**src/verilog/nvmc_defines.svh**
```systemverilog
// constants of the nvm controller: offsets, fields, commands, timing
`ifndef NVMC_DEFINES_SVH
`define NVMC_DEFINES_SVH
// register offsets from the controller base
`define NVMC_OFF_LOC_LOW 8'h00
`define NVMC_OFF_LOC_HIGH 8'h01
`define NVMC_OFF_LOC_EXT 8'h02
`define NVMC_OFF_VAL_LOW 8'h04
`define NVMC_OFF_VAL_MID 8'h05
`define NVMC_OFF_VAL_HIGH 8'h06
`define NVMC_OFF_OPCODE 8'h0a
`define NVMC_OFF_EXEC_CTRL 8'h0b
`define NVMC_OFF_OPT_CTRL 8'h0c
`define NVMC_OFF_STATUS 8'h0f
`define NVMC_REG_BASE 24'h0001c0
// field positions
`define NVMC_BIT_TRIGGER 0
`define NVMC_BIT_WINDOW_EN 3
`define NVMC_BIT_FLASH_PS 2
`define NVMC_BIT_EE_PS 1
`define NVMC_BIT_LOCKOUT 0
`define NVMC_BIT_EXT_CMD 6
// reset values
`define NVMC_RST_BYTE 8'h00
`define NVMC_RST_OPCODE 7'h00
// eeprom window in data space
`define NVMC_EE_MAP_BASE 24'h001000
`define NVMC_EE_BYTES 2048
`define NVMC_EE_PAGE_BYTES 32
// operation codes handled locally
`define NVMC_CMD_EE_LOAD 7'h33
`define NVMC_CMD_EE_PAGE_WRITE 7'h35
`define NVMC_CMD_EE_FLUSH 7'h36
// read wait cycles before the answer cycle
`define NVMC_EE_READ_CYC 2'd2
`define NVMC_EE_BURST_CYC 2'd1
// idle-sleep wake-up time and clock rate
`define NVMC_IDLE_WAKE_NS 100
`define NVMC_CLK_MHZ 200
`define NVMC_WAKE_CYC (((`NVMC_IDLE_WAKE_NS * `NVMC_CLK_MHZ) + 999) / 1000)
`endif

```
**src/verilog/nvmc_pkg.sv**
```systemverilog
// types shared by the nvm controller files
package nvmc_pkg;
	typedef logic [7:0] nvmc_byte_t;
	typedef enum logic [1:0] {ST_IDLE, ST_EE_WAKE, ST_EE_READ} nvmc_state_e;
endpackage

```
**src/verilog/nvmc_wake_timer.sv**
```systemverilog
// stalls an access to a powered-down memory for the idle wake-up time
`timescale 1ns/1ps
`default_nettype none
`include "nvmc_defines.svh"
module nvmc_wake_timer #(
	parameter int WAKE_CYCLES = `NVMC_WAKE_CYC
) (
	input wire logic sys_clk,
	input wire logic reset,
	input wire logic wakeReq,
	output logic stall_q,
	output logic awake_q
);
	import nvmc_pkg::*;
	localparam int WC = (WAKE_CYCLES < 1) ? 1 : WAKE_CYCLES;
	logic [15:0] count_q;
	// stall stands for exactly WC cycles, one per counted wake-up cycle
	wire logic countDone = (count_q == 16'(WC));

	// the section stays awake while the access is held, then sleeps again
	always_ff @(posedge sys_clk) begin
		if (reset || !wakeReq) begin
			count_q <= 16'h0000;
			awake_q <= 1'b0;
			stall_q <= 1'b0;
		end else if (!awake_q) begin
			count_q <= countDone ? count_q : count_q + 16'h0001;
			awake_q <= countDone;
			stall_q <= !countDone;
		end
	end
endmodule // nvmc_wake_timer
`default_nettype wire

```
**src/verilog/nvmc_page_buffer.sv**
```systemverilog
// eeprom page buffer with registered read data
`timescale 1ns/1ps
`default_nettype none
module nvmc_page_buffer #(
	parameter int WIDTH = 8,
	parameter int DEPTH = 32
) (
	input wire logic sys_clk,
	input wire logic wrEn,
	input wire logic [$clog2(DEPTH)-1:0] wrAddr,
	input wire logic [WIDTH-1:0] wrData,
	input wire logic [$clog2(DEPTH)-1:0] rdAddr,
	output logic [WIDTH-1:0] rdData_q
);
	logic [WIDTH-1:0] mem [DEPTH];

	// contents need no reset, the loaded flag tells what is valid
	always_ff @(posedge sys_clk) begin
		if (wrEn) begin
			mem[wrAddr] <= wrData;
		end
		rdData_q <= mem[rdAddr];
	end
endmodule // nvmc_page_buffer
`default_nettype wire

```
**src/verilog/nvmc_top.sv**
```systemverilog
// nvm controller registers, mapped eeprom window and power reduction
// Summary of operation
// - eeprom stays in its own space unless software enables the window
// - enabled window starts at data address 0x1000 and reaches the eeprom
// - eeprom is handled bytewise and by whole pages
// - buffer load answers in one cycle, single eeprom read in three
// - sequential burst reads answer every second cycle after the first
// - three location bytes form a 24-bit location, low byte is bits 7:0
// - top location byte serves flash sections only, others serve all
// - value word resets to zero and takes crc results
// - middle value byte for flash, low value byte for all memories
// - opcode is bits 6:0, bit 6 marks external programming codes
// - writing one to trigger starts the opcode, only when guard is open
// - window enable bit 3 maps eeprom for loads and stores
// - flash power save turns off the section not executing
// - access to the sleeping flash section stalls for idle wake time
// - eeprom power save sleeps eeprom, accesses stall for wake time
// - lockout bit set under guard blocks self-programming until reset
// - busy flag set at start, held, cleared when operation finishes
// - buffer loaded flag set on any load, cleared by page write or flush
`timescale 1ns/1ps
`default_nettype none
`include "nvmc_defines.svh"
module nvmc_top #(
	parameter int EE_BYTES = `NVMC_EE_BYTES,
	parameter int PAGE_BYTES = `NVMC_EE_PAGE_BYTES,
	parameter int WAKE_CYCLES = `NVMC_WAKE_CYC
) (
	input wire logic sys_clk,
	input wire logic reset,
	input wire logic [23:0] busAddr,
	input wire logic busReq,
	input wire logic busWrite,
	input wire nvmc_pkg::nvmc_byte_t busWdata,
	output nvmc_pkg::nvmc_byte_t busRdata_q,
	output logic busReady_q,
	input wire logic configGuardOpen,
	input wire logic execInBoot,
	input wire logic flashReq,
	input wire logic flashReqBoot,
	output logic flashStall_q,
	input wire logic selfProgStoreReq,
	output logic selfProgStoreGo_q,
	output logic nvmStart_q,
	output logic [6:0] nvmCmd_q,
	output logic [23:0] nvmLocation_q,
	output logic [23:0] nvmValue_q,
	input wire logic nvmDone,
	input wire logic crcValid,
	input wire logic [23:0] crcResult,
	output logic eeArrayRead_q,
	output logic [$clog2(EE_BYTES)-1:0] eeArrayAddr_q,
	input wire nvmc_pkg::nvmc_byte_t eeArrayData,
	input wire logic [$clog2(PAGE_BYTES)-1:0] eeBufRdAddr,
	output nvmc_pkg::nvmc_byte_t eeBufRdData_q,
	output logic eeWindowEn_q,
	output logic flashPowerSave_q,
	output logic eepromPowerSave_q,
	output logic selfProgLockout_q,
	output logic nvm_program_busy_q,
	output logic eeBufLoaded_q
);
	import nvmc_pkg::*;
	localparam int AW = $clog2(EE_BYTES);
	localparam int PW = $clog2(PAGE_BYTES);
	localparam logic [23:0] WIN_TOP = 24'(`NVMC_EE_MAP_BASE + EE_BYTES);

	nvmc_state_e state_q, state_d;
	nvmc_byte_t locLow_q, locHigh_q, locExt_q;
	nvmc_byte_t valLow_q, valMid_q, valHigh_q;
	logic [1:0] readCnt_q;
	logic [23:0] reqAddr_q;
	logic reqWrite_q;
	nvmc_byte_t reqData_q;
	logic lastWasEeRead_q;
	logic eeStall;
	logic eeAwake;

	// register decode, shared by every register select
	function automatic logic regHit(input logic [23:0] a, input logic [7:0] off);
		regHit = (a == (`NVMC_REG_BASE + {16'h0000, off}));
	endfunction

	function automatic logic inWindow(input logic [23:0] a);
		inWindow = (a >= `NVMC_EE_MAP_BASE) && (a < WIN_TOP);
	endfunction

	// one answer per request; only a sequential load is taken in the answer cycle
	wire logic eeSel = eeWindowEn_q && inWindow(busAddr);
	wire logic burstHit = busReady_q && lastWasEeRead_q && eeSel && !busWrite &&
		(busAddr == reqAddr_q + 24'h000001);
	wire logic accept = busReq && (state_q == ST_IDLE) && (!busReady_q || burstHit);
	wire logic regSel = regHit(busAddr, `NVMC_OFF_LOC_LOW) ||
		regHit(busAddr, `NVMC_OFF_LOC_HIGH) || regHit(busAddr, `NVMC_OFF_LOC_EXT) ||
		regHit(busAddr, `NVMC_OFF_VAL_LOW) || regHit(busAddr, `NVMC_OFF_VAL_MID) ||
		regHit(busAddr, `NVMC_OFF_VAL_HIGH) || regHit(busAddr, `NVMC_OFF_OPCODE) ||
		regHit(busAddr, `NVMC_OFF_EXEC_CTRL) || regHit(busAddr, `NVMC_OFF_OPT_CTRL) ||
		regHit(busAddr, `NVMC_OFF_STATUS);
	wire logic regWr = accept && busWrite;
	wire logic wrLocLow = regWr && regHit(busAddr, `NVMC_OFF_LOC_LOW);
	wire logic wrLocHigh = regWr && regHit(busAddr, `NVMC_OFF_LOC_HIGH);
	wire logic wrLocExt = regWr && regHit(busAddr, `NVMC_OFF_LOC_EXT);
	wire logic wrValLow = regWr && regHit(busAddr, `NVMC_OFF_VAL_LOW);
	wire logic wrValMid = regWr && regHit(busAddr, `NVMC_OFF_VAL_MID);
	wire logic wrValHigh = regWr && regHit(busAddr, `NVMC_OFF_VAL_HIGH);
	wire logic wrOpcode = regWr && regHit(busAddr, `NVMC_OFF_OPCODE);
	wire logic wrExec = regWr && regHit(busAddr, `NVMC_OFF_EXEC_CTRL);
	wire logic wrOpt = regWr && regHit(busAddr, `NVMC_OFF_OPT_CTRL);

	// trigger and lockout only move inside the unlock window
	wire logic trigger = wrExec && busWdata[`NVMC_BIT_TRIGGER] && configGuardOpen
		&& !nvm_program_busy_q && !nvmCmd_q[`NVMC_BIT_EXT_CMD];
	wire logic lockSet = wrOpt && busWdata[`NVMC_BIT_LOCKOUT] && configGuardOpen;
	wire logic bufClear = trigger && ((nvmCmd_q == `NVMC_CMD_EE_PAGE_WRITE) ||
		(nvmCmd_q == `NVMC_CMD_EE_FLUSH));

	// eeprom accesses: direct, after wake-up, and command-driven loads
	wire logic [23:0] eeOff = busAddr - `NVMC_EE_MAP_BASE;
	wire logic [23:0] reqOff = reqAddr_q - `NVMC_EE_MAP_BASE;
	wire logic eeWrNow = accept && eeSel && busWrite && !eepromPowerSave_q;
	wire logic eeWrLate = (state_q == ST_EE_WAKE) && eeAwake && reqWrite_q;
	wire logic cmdLoad = wrValLow && (nvmCmd_q == `NVMC_CMD_EE_LOAD);
	wire logic bufWrEn = eeWrNow || eeWrLate || cmdLoad;
	wire logic [PW-1:0] bufWrAddr = eeWrNow ? eeOff[PW-1:0] :
		eeWrLate ? reqOff[PW-1:0] : locLow_q[PW-1:0];
	wire nvmc_byte_t bufWrData = eeWrLate ? reqData_q : busWdata;
	wire logic eeRdNow = accept && eeSel && !busWrite && !eepromPowerSave_q;

	// register read selection, reserved bits read as zero
	wire nvmc_byte_t statusByte = {nvm_program_busy_q, 6'h00, eeBufLoaded_q};
	wire nvmc_byte_t optByte = {4'h0, eeWindowEn_q, flashPowerSave_q,
		eepromPowerSave_q, selfProgLockout_q};
	wire nvmc_byte_t regRdata =
		regHit(busAddr, `NVMC_OFF_LOC_LOW) ? locLow_q :
		regHit(busAddr, `NVMC_OFF_LOC_HIGH) ? locHigh_q :
		regHit(busAddr, `NVMC_OFF_LOC_EXT) ? locExt_q :
		regHit(busAddr, `NVMC_OFF_VAL_LOW) ? valLow_q :
		regHit(busAddr, `NVMC_OFF_VAL_MID) ? valMid_q :
		regHit(busAddr, `NVMC_OFF_VAL_HIGH) ? valHigh_q :
		regHit(busAddr, `NVMC_OFF_OPCODE) ? {1'b0, nvmCmd_q} :
		regHit(busAddr, `NVMC_OFF_OPT_CTRL) ? optByte :
		regHit(busAddr, `NVMC_OFF_STATUS) ? statusByte : `NVMC_RST_BYTE;

	// flash section that is asleep under power save
	wire logic flashWakeReq = flashPowerSave_q && flashReq && (flashReqBoot != execInBoot);
	wire logic eeWakeReq = eepromPowerSave_q && (state_q == ST_EE_WAKE);

	nvmc_wake_timer #(.WAKE_CYCLES(WAKE_CYCLES)) flashWake (
		.sys_clk(sys_clk),
		.reset(reset),
		.wakeReq(flashWakeReq),
		.stall_q(flashStall_q),
		.awake_q()
	);

	nvmc_wake_timer #(.WAKE_CYCLES(WAKE_CYCLES)) eeWake (
		.sys_clk(sys_clk),
		.reset(reset),
		.wakeReq(eeWakeReq),
		.stall_q(eeStall),
		.awake_q(eeAwake)
	);

	nvmc_page_buffer #(.WIDTH(8), .DEPTH(PAGE_BYTES)) pageBuf (
		.sys_clk(sys_clk),
		.wrEn(bufWrEn),
		.wrAddr(bufWrAddr),
		.wrData(bufWrData),
		.rdAddr(eeBufRdAddr),
		.rdData_q(eeBufRdData_q)
	);

	// access sequencer for the mapped window
	always_comb begin
		state_d = state_q;
		case (state_q)
			ST_IDLE: begin
				if (accept && eeSel && eepromPowerSave_q) begin
					state_d = ST_EE_WAKE;
				end else if (eeRdNow) begin
					state_d = ST_EE_READ;
				end
			end
			ST_EE_WAKE: begin
				if (eeAwake) begin
					state_d = reqWrite_q ? ST_IDLE : ST_EE_READ;
				end
			end
			ST_EE_READ: begin
				if (readCnt_q == `NVMC_EE_BURST_CYC) begin
					state_d = ST_IDLE;
				end
			end
			default: state_d = ST_IDLE;
		endcase
	end

	always_ff @(posedge sys_clk) begin
		state_q <= reset ? ST_IDLE : state_d;
	end

	// read latency: two waits normally, one for a sequential burst word
	always_ff @(posedge sys_clk) begin
		if (reset) begin
			readCnt_q <= 2'd0;
		end else if (eeRdNow) begin
			readCnt_q <= burstHit ? `NVMC_EE_BURST_CYC : `NVMC_EE_READ_CYC;
		end else if (state_q == ST_EE_WAKE && eeAwake) begin
			readCnt_q <= `NVMC_EE_READ_CYC;
		end else if (state_q == ST_EE_READ) begin
			readCnt_q <= readCnt_q - 2'd1;
		end
	end

	// request capture for wake-up waits and the burst address match
	always_ff @(posedge sys_clk) begin
		if (accept) begin
			reqAddr_q <= busAddr;
			reqWrite_q <= busWrite;
			reqData_q <= busWdata;
			lastWasEeRead_q <= eeSel && !busWrite;
		end
	end

	// array port held high for the whole read
	always_ff @(posedge sys_clk) begin
		if (reset) begin
			eeArrayRead_q <= 1'b0;
			eeArrayAddr_q <= '0;
		end else begin
			eeArrayRead_q <= (state_d == ST_EE_READ);
			if (eeRdNow) begin
				eeArrayAddr_q <= eeOff[AW-1:0];
			end else if (state_q == ST_EE_WAKE) begin
				eeArrayAddr_q <= reqOff[AW-1:0];
			end
		end
	end

	// bus answer: registers and buffer loads next cycle, reads when data lands
	always_ff @(posedge sys_clk) begin
		if (reset) begin
			busReady_q <= 1'b0;
			busRdata_q <= `NVMC_RST_BYTE;
		end else if (accept && regSel) begin
			busReady_q <= 1'b1;
			busRdata_q <= regRdata;
		end else if (state_q == ST_EE_READ && readCnt_q == `NVMC_EE_BURST_CYC) begin
			busReady_q <= 1'b1;
			busRdata_q <= eeArrayData;
		end else begin
			busReady_q <= eeWrNow || eeWrLate;
		end
	end

	// location and value bytes; a crc result overrides a software write
	always_ff @(posedge sys_clk) begin
		if (reset) begin
			locLow_q <= `NVMC_RST_BYTE;
			locHigh_q <= `NVMC_RST_BYTE;
			locExt_q <= `NVMC_RST_BYTE;
		end else begin
			locLow_q <= wrLocLow ? busWdata : locLow_q;
			locHigh_q <= wrLocHigh ? busWdata : locHigh_q;
			locExt_q <= wrLocExt ? busWdata : locExt_q;
		end
	end

	always_ff @(posedge sys_clk) begin
		if (reset) begin
			{valHigh_q, valMid_q, valLow_q} <= {3{`NVMC_RST_BYTE}};
		end else if (crcValid) begin
			{valHigh_q, valMid_q, valLow_q} <= crcResult;
		end else begin
			valLow_q <= wrValLow ? busWdata : valLow_q;
			valMid_q <= wrValMid ? busWdata : valMid_q;
			valHigh_q <= wrValHigh ? busWdata : valHigh_q;
		end
	end

	// outward copies for the array sequencer
	always_ff @(posedge sys_clk) begin
		if (reset) begin
			nvmLocation_q <= 24'h000000;
			nvmValue_q <= 24'h000000;
		end else begin
			nvmLocation_q <= {locExt_q, locHigh_q, locLow_q};
			nvmValue_q <= {valHigh_q, valMid_q, valLow_q};
		end
	end

	// opcode and option bits; bit 7 of a write is dropped
	always_ff @(posedge sys_clk) begin
		if (reset) begin
			nvmCmd_q <= `NVMC_RST_OPCODE;
			eeWindowEn_q <= 1'b0;
			flashPowerSave_q <= 1'b0;
			eepromPowerSave_q <= 1'b0;
		end else begin
			nvmCmd_q <= wrOpcode ? busWdata[6:0] : nvmCmd_q;
			if (wrOpt) begin
				eeWindowEn_q <= busWdata[`NVMC_BIT_WINDOW_EN];
				flashPowerSave_q <= busWdata[`NVMC_BIT_FLASH_PS];
				eepromPowerSave_q <= busWdata[`NVMC_BIT_EE_PS];
			end
		end
	end

	// lockout is sticky: written zeros never clear it, only reset does
	always_ff @(posedge sys_clk) begin
		if (reset) begin
			selfProgLockout_q <= 1'b0;
			selfProgStoreGo_q <= 1'b0;
		end else begin
			selfProgLockout_q <= selfProgLockout_q || lockSet;
			selfProgStoreGo_q <= selfProgStoreReq && !selfProgLockout_q;
		end
	end

	// start pulse and busy; done cannot meet a start since busy gates it
	always_ff @(posedge sys_clk) begin
		if (reset) begin
			nvmStart_q <= 1'b0;
			nvm_program_busy_q <= 1'b0;
		end else begin
			nvmStart_q <= trigger;
			nvm_program_busy_q <= trigger || (nvm_program_busy_q && !nvmDone);
		end
	end

	// a load in the same cycle as a clear keeps the flag set
	always_ff @(posedge sys_clk) begin
		if (reset) begin
			eeBufLoaded_q <= 1'b0;
		end else begin
			eeBufLoaded_q <= bufWrEn || (eeBufLoaded_q && !bufClear);
		end
	end
endmodule // nvmc_top
`default_nettype wire

```
**config.mk**
```make
export PLATFORM = sky130hd
export DESIGN_NAME = nvmc_top
export DESIGN_NICKNAME = d
export VERILOG_FILES = /design/src/verilog/nvmc_pkg.sv /design/src/verilog/nvmc_wake_timer.sv /design/src/verilog/nvmc_page_buffer.sv /design/src/verilog/nvmc_top.sv
export VERILOG_INCLUDE_DIRS = /design/src /design/src/verilog
export SDC_FILE = /design/constraint.sdc
export NUM_CORES = 1
export LEC_CHECK = 0
export ABC_AREA = 0
export BUFFER_PORTS_ARGS = -buffer_cell sky130_fd_sc_hd__clkbuf_2
export CORE_MARGIN = 8
export CORE_UTILIZATION = 55
export DETAILED_ROUTE_END_ITERATION = 10
export PLACE_DENSITY = 0.8
export SLEW_MARGIN = 10
export SYNTH_ARGS = -nofsm -noshare
export SYNTH_HDL_FRONTEND = slang
export SYNTH_SLANG_ARGS = --single-unit
```
**constraint.sdc**
```tcl
create_clock -name sys_clk -period 13.7 [get_ports sys_clk]
set_clock_uncertainty 0.15 [all_clocks]
set_input_delay 2.74 -clock sys_clk [delete_from_list [all_inputs] [get_ports sys_clk]]
set_output_delay 2.74 -clock sys_clk [all_outputs]
set_load 0.005 [all_outputs]
```
== After elaboration in Yosys (flattened, before gate mapping) ==
Memory sizes are Yosys's and may differ from the RTL's. A register that Yosys moved wholly into a read port is not among the register bits.
Cells that the tools add are included.
Storage, ports and cells
  word-level logic and storage cells: 185
  memories kept: 1
  output and inout bits: 93
  register bits after elaboration: 205
  bits in writable memories: 256
Memory list
  pageBuf.mem: words 32, width 8, read ports 1, clocked after memory_dff 1, write ports 1, RTL line nvmc_page_buffer.sv:15  | logic [WIDTH-1:0] mem [DEPTH];
Cells by class
  add/sub/neg operators: 6
  magnitude comparators: 2
  multiplexer cells: 38
  reductions and logical operators: 81
  equality and inequality tests: 21
  bitwise logic cells: 4
Operator list (number)
  == test 24 x 9 -> 1 bit, second input constant: 10
  two-way mux 8 bit: 18
  logical AND 1 bit: 43
  adder 16 x 1 -> 16 bit, second input constant: 2
  == test 16 x 5 -> 1 bit, second input constant: 2
  adder 24 x 1 -> 24 bit, second input constant: 1
  == test 24 bit: 1
  >= comparator 24 x 13 -> 1 bit, second input constant: 1
  less-than comparator 24 x 13 -> 1 bit, second input constant: 1
  two-way mux 11 bit: 2
  subtractor 11 x 1 -> 11 bit, second input constant: 2
  == test 7 x 6 -> 1 bit, second input constant: 3
  logical OR 1 bit: 18
  two-way mux 2 bit: 9
  zero test 1 bit: 11
  two-way mux 5 bit: 2
  nonzero test 2 bit: 5
  two-way mux 1 bit: 6
  one-hot mux 2 bit (3 select lines): 1
  == test 2 x 1 -> 1 bit, second input constant: 2
  == test 2 bit, second input constant: 2
  inverter 1 bit: 4
  AND reduction 2 bit: 2
  nonzero test 3 bit: 1
  other kinds (3): 3

== Logic depth before layout (Yosys ltp) ==
  depth after elaboration: 18
  depth in mapped cells: 13
  depth with buffers taken out: 10

== Cells and area by module ==
From an unflattened synthesis, not the netlist that was laid out.
Unflattened totals
  cells, all modules: 1480
  area, all modules: 19965.4 um^2
By module, submodules not included
  nvmc_page_buffer: seq. area each 7847.5 um^2, area each 10053.4 um^2, instances 1, cells each 417
  nvmc_top: seq. area each 3743.6 um^2, area each 7915.1 um^2, instances 1, cells each 827
  nvmc_wake_timer: seq. area each 360.3 um^2, area each 998.5 um^2, instances 2, cells each 118

== Worst setup path after synthesis ==
No wires, ideal clock.
  path kind: input port to flip-flop
  start: in busAddr[20]
  end: reg lastWasEeRead_q, enable pin
  library setup time: 0.425 ns
  data arrival time: 6.265 ns
  slack: 6.860 ns
  cell stages on the path: 9
  required time: 13.125 ns
  cells stage by stage: clkbuf_1 or4_4 nor4_1 o21ai_0 nor4_1 nand4_1 a2111oi_0 nor2_1 nor2_1
On the way
  cells in the longest elaborated chain, start to end: 8
  elaborated cells on any way between the ends: 10
RTL lines
  start, declared: RTL line nvmc_top.sv:31  | input wire logic [23:0] busAddr,
  >= comparator 24 x 13 -> 1 bit (no line) or less-than comparator 24 x 13 -> 1 bit (tied branches)
  logical AND 1 bit: RTL line nvmc_top.sv:85  | inWindow = (a >= `NVMC_EE_MAP_BASE) && (a < WIN_TOP);
  logical AND 1 bit: RTL line nvmc_top.sv:89  | wire logic eeSel = eeWindowEn_q && inWindow(busAddr);
  logical AND 1 bit (2 in series): RTL line nvmc_top.sv:90  | wire logic burstHit = busReady_q && lastWasEeRead_q && eeSel && !busWrite &&
  logical AND 1 bit *: RTL line nvmc_top.sv:90
  logical OR 1 bit *: RTL line nvmc_top.sv:92  | wire logic accept = busReq && (state_q == ST_IDLE) && (!busReady_q || burstHit);
  logical AND 1 bit *: RTL line nvmc_top.sv:92
  end signal, assigned: RTL line nvmc_top.sv:221  | lastWasEeRead_q <= eeSel && !busWrite;
  end, declared: RTL line nvmc_top.sv:75  | logic lastWasEeRead_q;
Mark *: on every way between the ends. The rest lies on a longest branch, timed or not.
A chain may end at the register's enable or synchronous reset.

== Final worst setup path ==
  start: in busAddr[20]
  end: mem pageBuf.mem[25][0], enable pin
On the way
  cells in the longest elaborated chain, start to end: 15
  elaborated cells on any way between the ends: 22
RTL lines
  >= comparator 24 x 13 -> 1 bit (no line) or less-than comparator 24 x 13 -> 1 bit (tied branches)
  logical AND 1 bit: RTL line nvmc_top.sv:85
  logical AND 1 bit: RTL line nvmc_top.sv:89
  logical AND 1 bit (3 in series): RTL line nvmc_top.sv:90
  logical OR 1 bit: RTL line nvmc_top.sv:92
  logical AND 1 bit: RTL line nvmc_top.sv:92
  logical AND 1 bit (3 in series): RTL line nvmc_top.sv:120  | wire logic eeWrNow = accept && eeSel && busWrite && !eepromPowerSave_q;
  logical OR 1 bit (2 in series): RTL line nvmc_top.sv:123  | wire logic bufWrEn = eeWrNow || eeWrLate || cmdLoad;
  two-way mux 1 bit: RTL line nvmc_page_buffer.sv:19  | if (wrEn) begin
  two-way mux 1 bit (implied by the code): RTL line nvmc_page_buffer.sv:20  | mem[wrAddr] <= wrData;
  end, declared: RTL line nvmc_page_buffer.sv:15
Parallel ways exist; a longest one is shown, timed or not.

==> impl_metrics.ini <==
[clock_network]
clk_latency_ns = 0.56
cts_buffer_depth = 3
cts_tree = built
numCtsBuffers = 46
cts_resized = 0
hold_buffers = 0
cts_sinks = 469
post_cts_buffers = 0
cts.reportedPaths.clkPinSlew_ns = 0.06
cts-root-buf = clkbuf_16
htree_levels = 2

[placement]
port_buffers = 172
postPlaceCellArea_um2 = 21100
dp_slack_ns = 6.60
dp_cells = 2039
hpwlAfterDp_mm = 35.5
place_congestion = 0.945

[critical_path]
crit_required_ns = 13.73
path_max_fanout = 8
arrival_ns = 6.76
endpoint_kind = flop
cp-start-kind = input port
critical_path_class = input port to flop

[grt]
grtUsageMet2 = 0.418
grt_pass1_wl_mm = 81.2
antenna_found_initial = 1
grt_util_all_layers = 0.251
use_met1 = 0.325
busiest_layer = met2
grt_remaining_overflow = 0
met3_usage = 0.0450
grt_max_degree = 89
grt_pass1_vias = 13700

[finish]
fillCellCount = 2610
nNetsFinal = 1712
instances_no_fill = 2124
insertedDiodeCount = 0
drive_gt1_frac = 0.230
design_area_um2 = 22700
area_growth_pct = 14.0

[logic_synthesis]
syn_area_um2 = 19900
yosysTopAreaCellShare = 0.437
yosys_register_bits = 469
synth_edf_count = 290
yosys.area.top_type = edfxtp_1
yosysSeqAreaShare = 0.617
ys.flop_type = edfxtp_1
synthTopCellsByArea = edfxtp_1 (44%), dfxtp_1 (18%), mux4_2 (9.0%)
synth_most_common_cell = edfxtp_1
synth_commonest_cells = edfxtp_1 (290), dfxtp_1 (179), nor2_1 (150), mux4_2 (80), a21oi_1 (79)
syn_avg_cell_area_um2 = 13.5
synth_cell_types = 66
synthArstFlopShare = 0
yosysWarnings = 0
syn-num-nets = 1562
netlist_instances = 1476

[pwr]
ir_worst_vdd_mv = 0.0951
power_density_nw_per_um2 = 133
leakagePower_uw = 0.00788

[timing]
setup_tns_ns = 0
maxSlewViolCount = 0
finalSetupViolCount = 0
hold-worst-slack_ns = 0.333
max_slew_margin = 0.104
rsz0062_at_grt = no
postLayoutSetupSlackWorst_ns = 6.97
period_share = 0.491
hold_violations = 0
worstMarginPinSlew_ns = 1.34
final.min_clock_period_ns = 6.73
fmax_mhz = 149

[route]
drc = 0
wl_per_cell_um = 25.3
ant_nets = 0
via_per_inst = 6.35
wl_mm = 53.8
vias = 13500
firstDrtPassIters = 6
drt_iter0_drc = 1519

[floorplan]
coreArea_um2 = 35700
die_area_um2 = 42600
die_h_um = 206
die_w_um = 206
num_rows = 69
io_pins = 173
initial_core_util = 0.559

[outcome]
status = complete, no violations

[min_path]
hold_path_class = flop to flop

[job]
maxCapViolations = 0
[logic make-up (layout without fill, tap and decap cells)]
logic type / Yosys count / count (layout) / synth area share
compound gates: 208 / 208 / 0.0676
xor+xnor: 51 / 51 / 0.0224
fa+ha+maj: 6 / 6 / 0.00377
buf+inv: 97 / 284 / 0.0198
flops: 469 / 469 / 0.617
mux: 196 / 196 / 0.153
simple gates: 449 / 449 / 0.116
[worst paths after layout]
check | cells after the start | start | endpoint | slack [ns]
max reg2reg | 9 | reqAddr_q[1] | pageBuf.mem[25][0] | 8.92
min | 1 | valLow_q[0] | nvmValue_q[0] | 0.33
min reg2reg | 1 | valLow_q[0] | nvmValue_q[0] | 0.33
max | 9 | busAddr[20] | pageBuf.mem[25][0] | 6.97
[state kept, by name, indices dropped and copies added, names as in the netlist, 8 cells and up]
| signal | count |
|---|---|
| nvmLocation_q | 24 |
| locLow_q | 8 |
| valLow_q | 8 |
| eeWake.count_q | 16 |
| valMid_q | 8 |
| locHigh_q | 8 |
| pageBuf.rdData_q | 8 |
| locExt_q | 8 |
| reqData_q | 8 |
| flashWake.count_q | 16 |
| busRdata_q | 8 |
| pageBuf.mem | 256 |
| reqAddr_q | 24 |
| valHigh_q | 8 |
| nvmValue_q | 24 |
| eeArrayAddr_q | 11 |
[layout by cell type (no fill, tap or decap), types with 30 or more instances in the layout]
| cell type | netlist | final |
|---|---|---|
| nand2_1 | 68 | 68 |
| nor2_1 | 150 | 149 |
| mux2i_1 | 76 | 76 |
| clkbuf_16 | 0 | 47 |
| a21oi_1 | 79 | 79 |
| nand3_1 | 33 | 33 |
| nor2b_1 | 63 | 63 |
| mux2_2 | 30 | 30 |
| mux4_2 | 80 | 80 |
| edfxtp_1 | 290 | 290 |
| clkbuf_2 | 0 | 170 |
| dfxtp_1 | 179 | 179 |
[cell type report]
type                       instances  area (um^2)  area share
tap                              461          577      0.0254
timing repair buffer             179          918      0.0405
multi-input combinational        910         7240       0.319
clock inverter                    30          363      0.0160
inverter                          20         75.1     0.00331
clock buffer                      55         1240      0.0545
sequential                       469        12300       0.541
[power breakdown]
group | switching, uW | total, uW | internal, uW
registers | 13.5 | 1530 | 1510
logic | 92.7 | 154 | 61.4
clock network | 539 | 1340 | 797
[critical path: stages]
cell      delay [ns]
clkbuf_2        0.15
nor4_1          0.45
and4_1          0.44
nand3_1         0.30
nor2_1          0.32
a32oi_1         0.15
o21ai_0         0.55
o211ai_1        0.68
a21oi_1         0.96
[stage by stage]
step / total power (uW) / utilization
global route: 3080 / 0.637
CTS: 3020 / 0.637
floorplan: 1650 / -
global placement: 1710 / 0.592
finish: 3020 / 0.637
detailed placement: 1710 / 0.592
[metal layers]
layer,up-vias,share of wire
li1,5926,-
met2,841,0.48
met1,6583,0.39
met3,145,0.087
met4,2,0.039
met5,-,0.00024
Note: power is estimated with default switching activity, not from simulation.
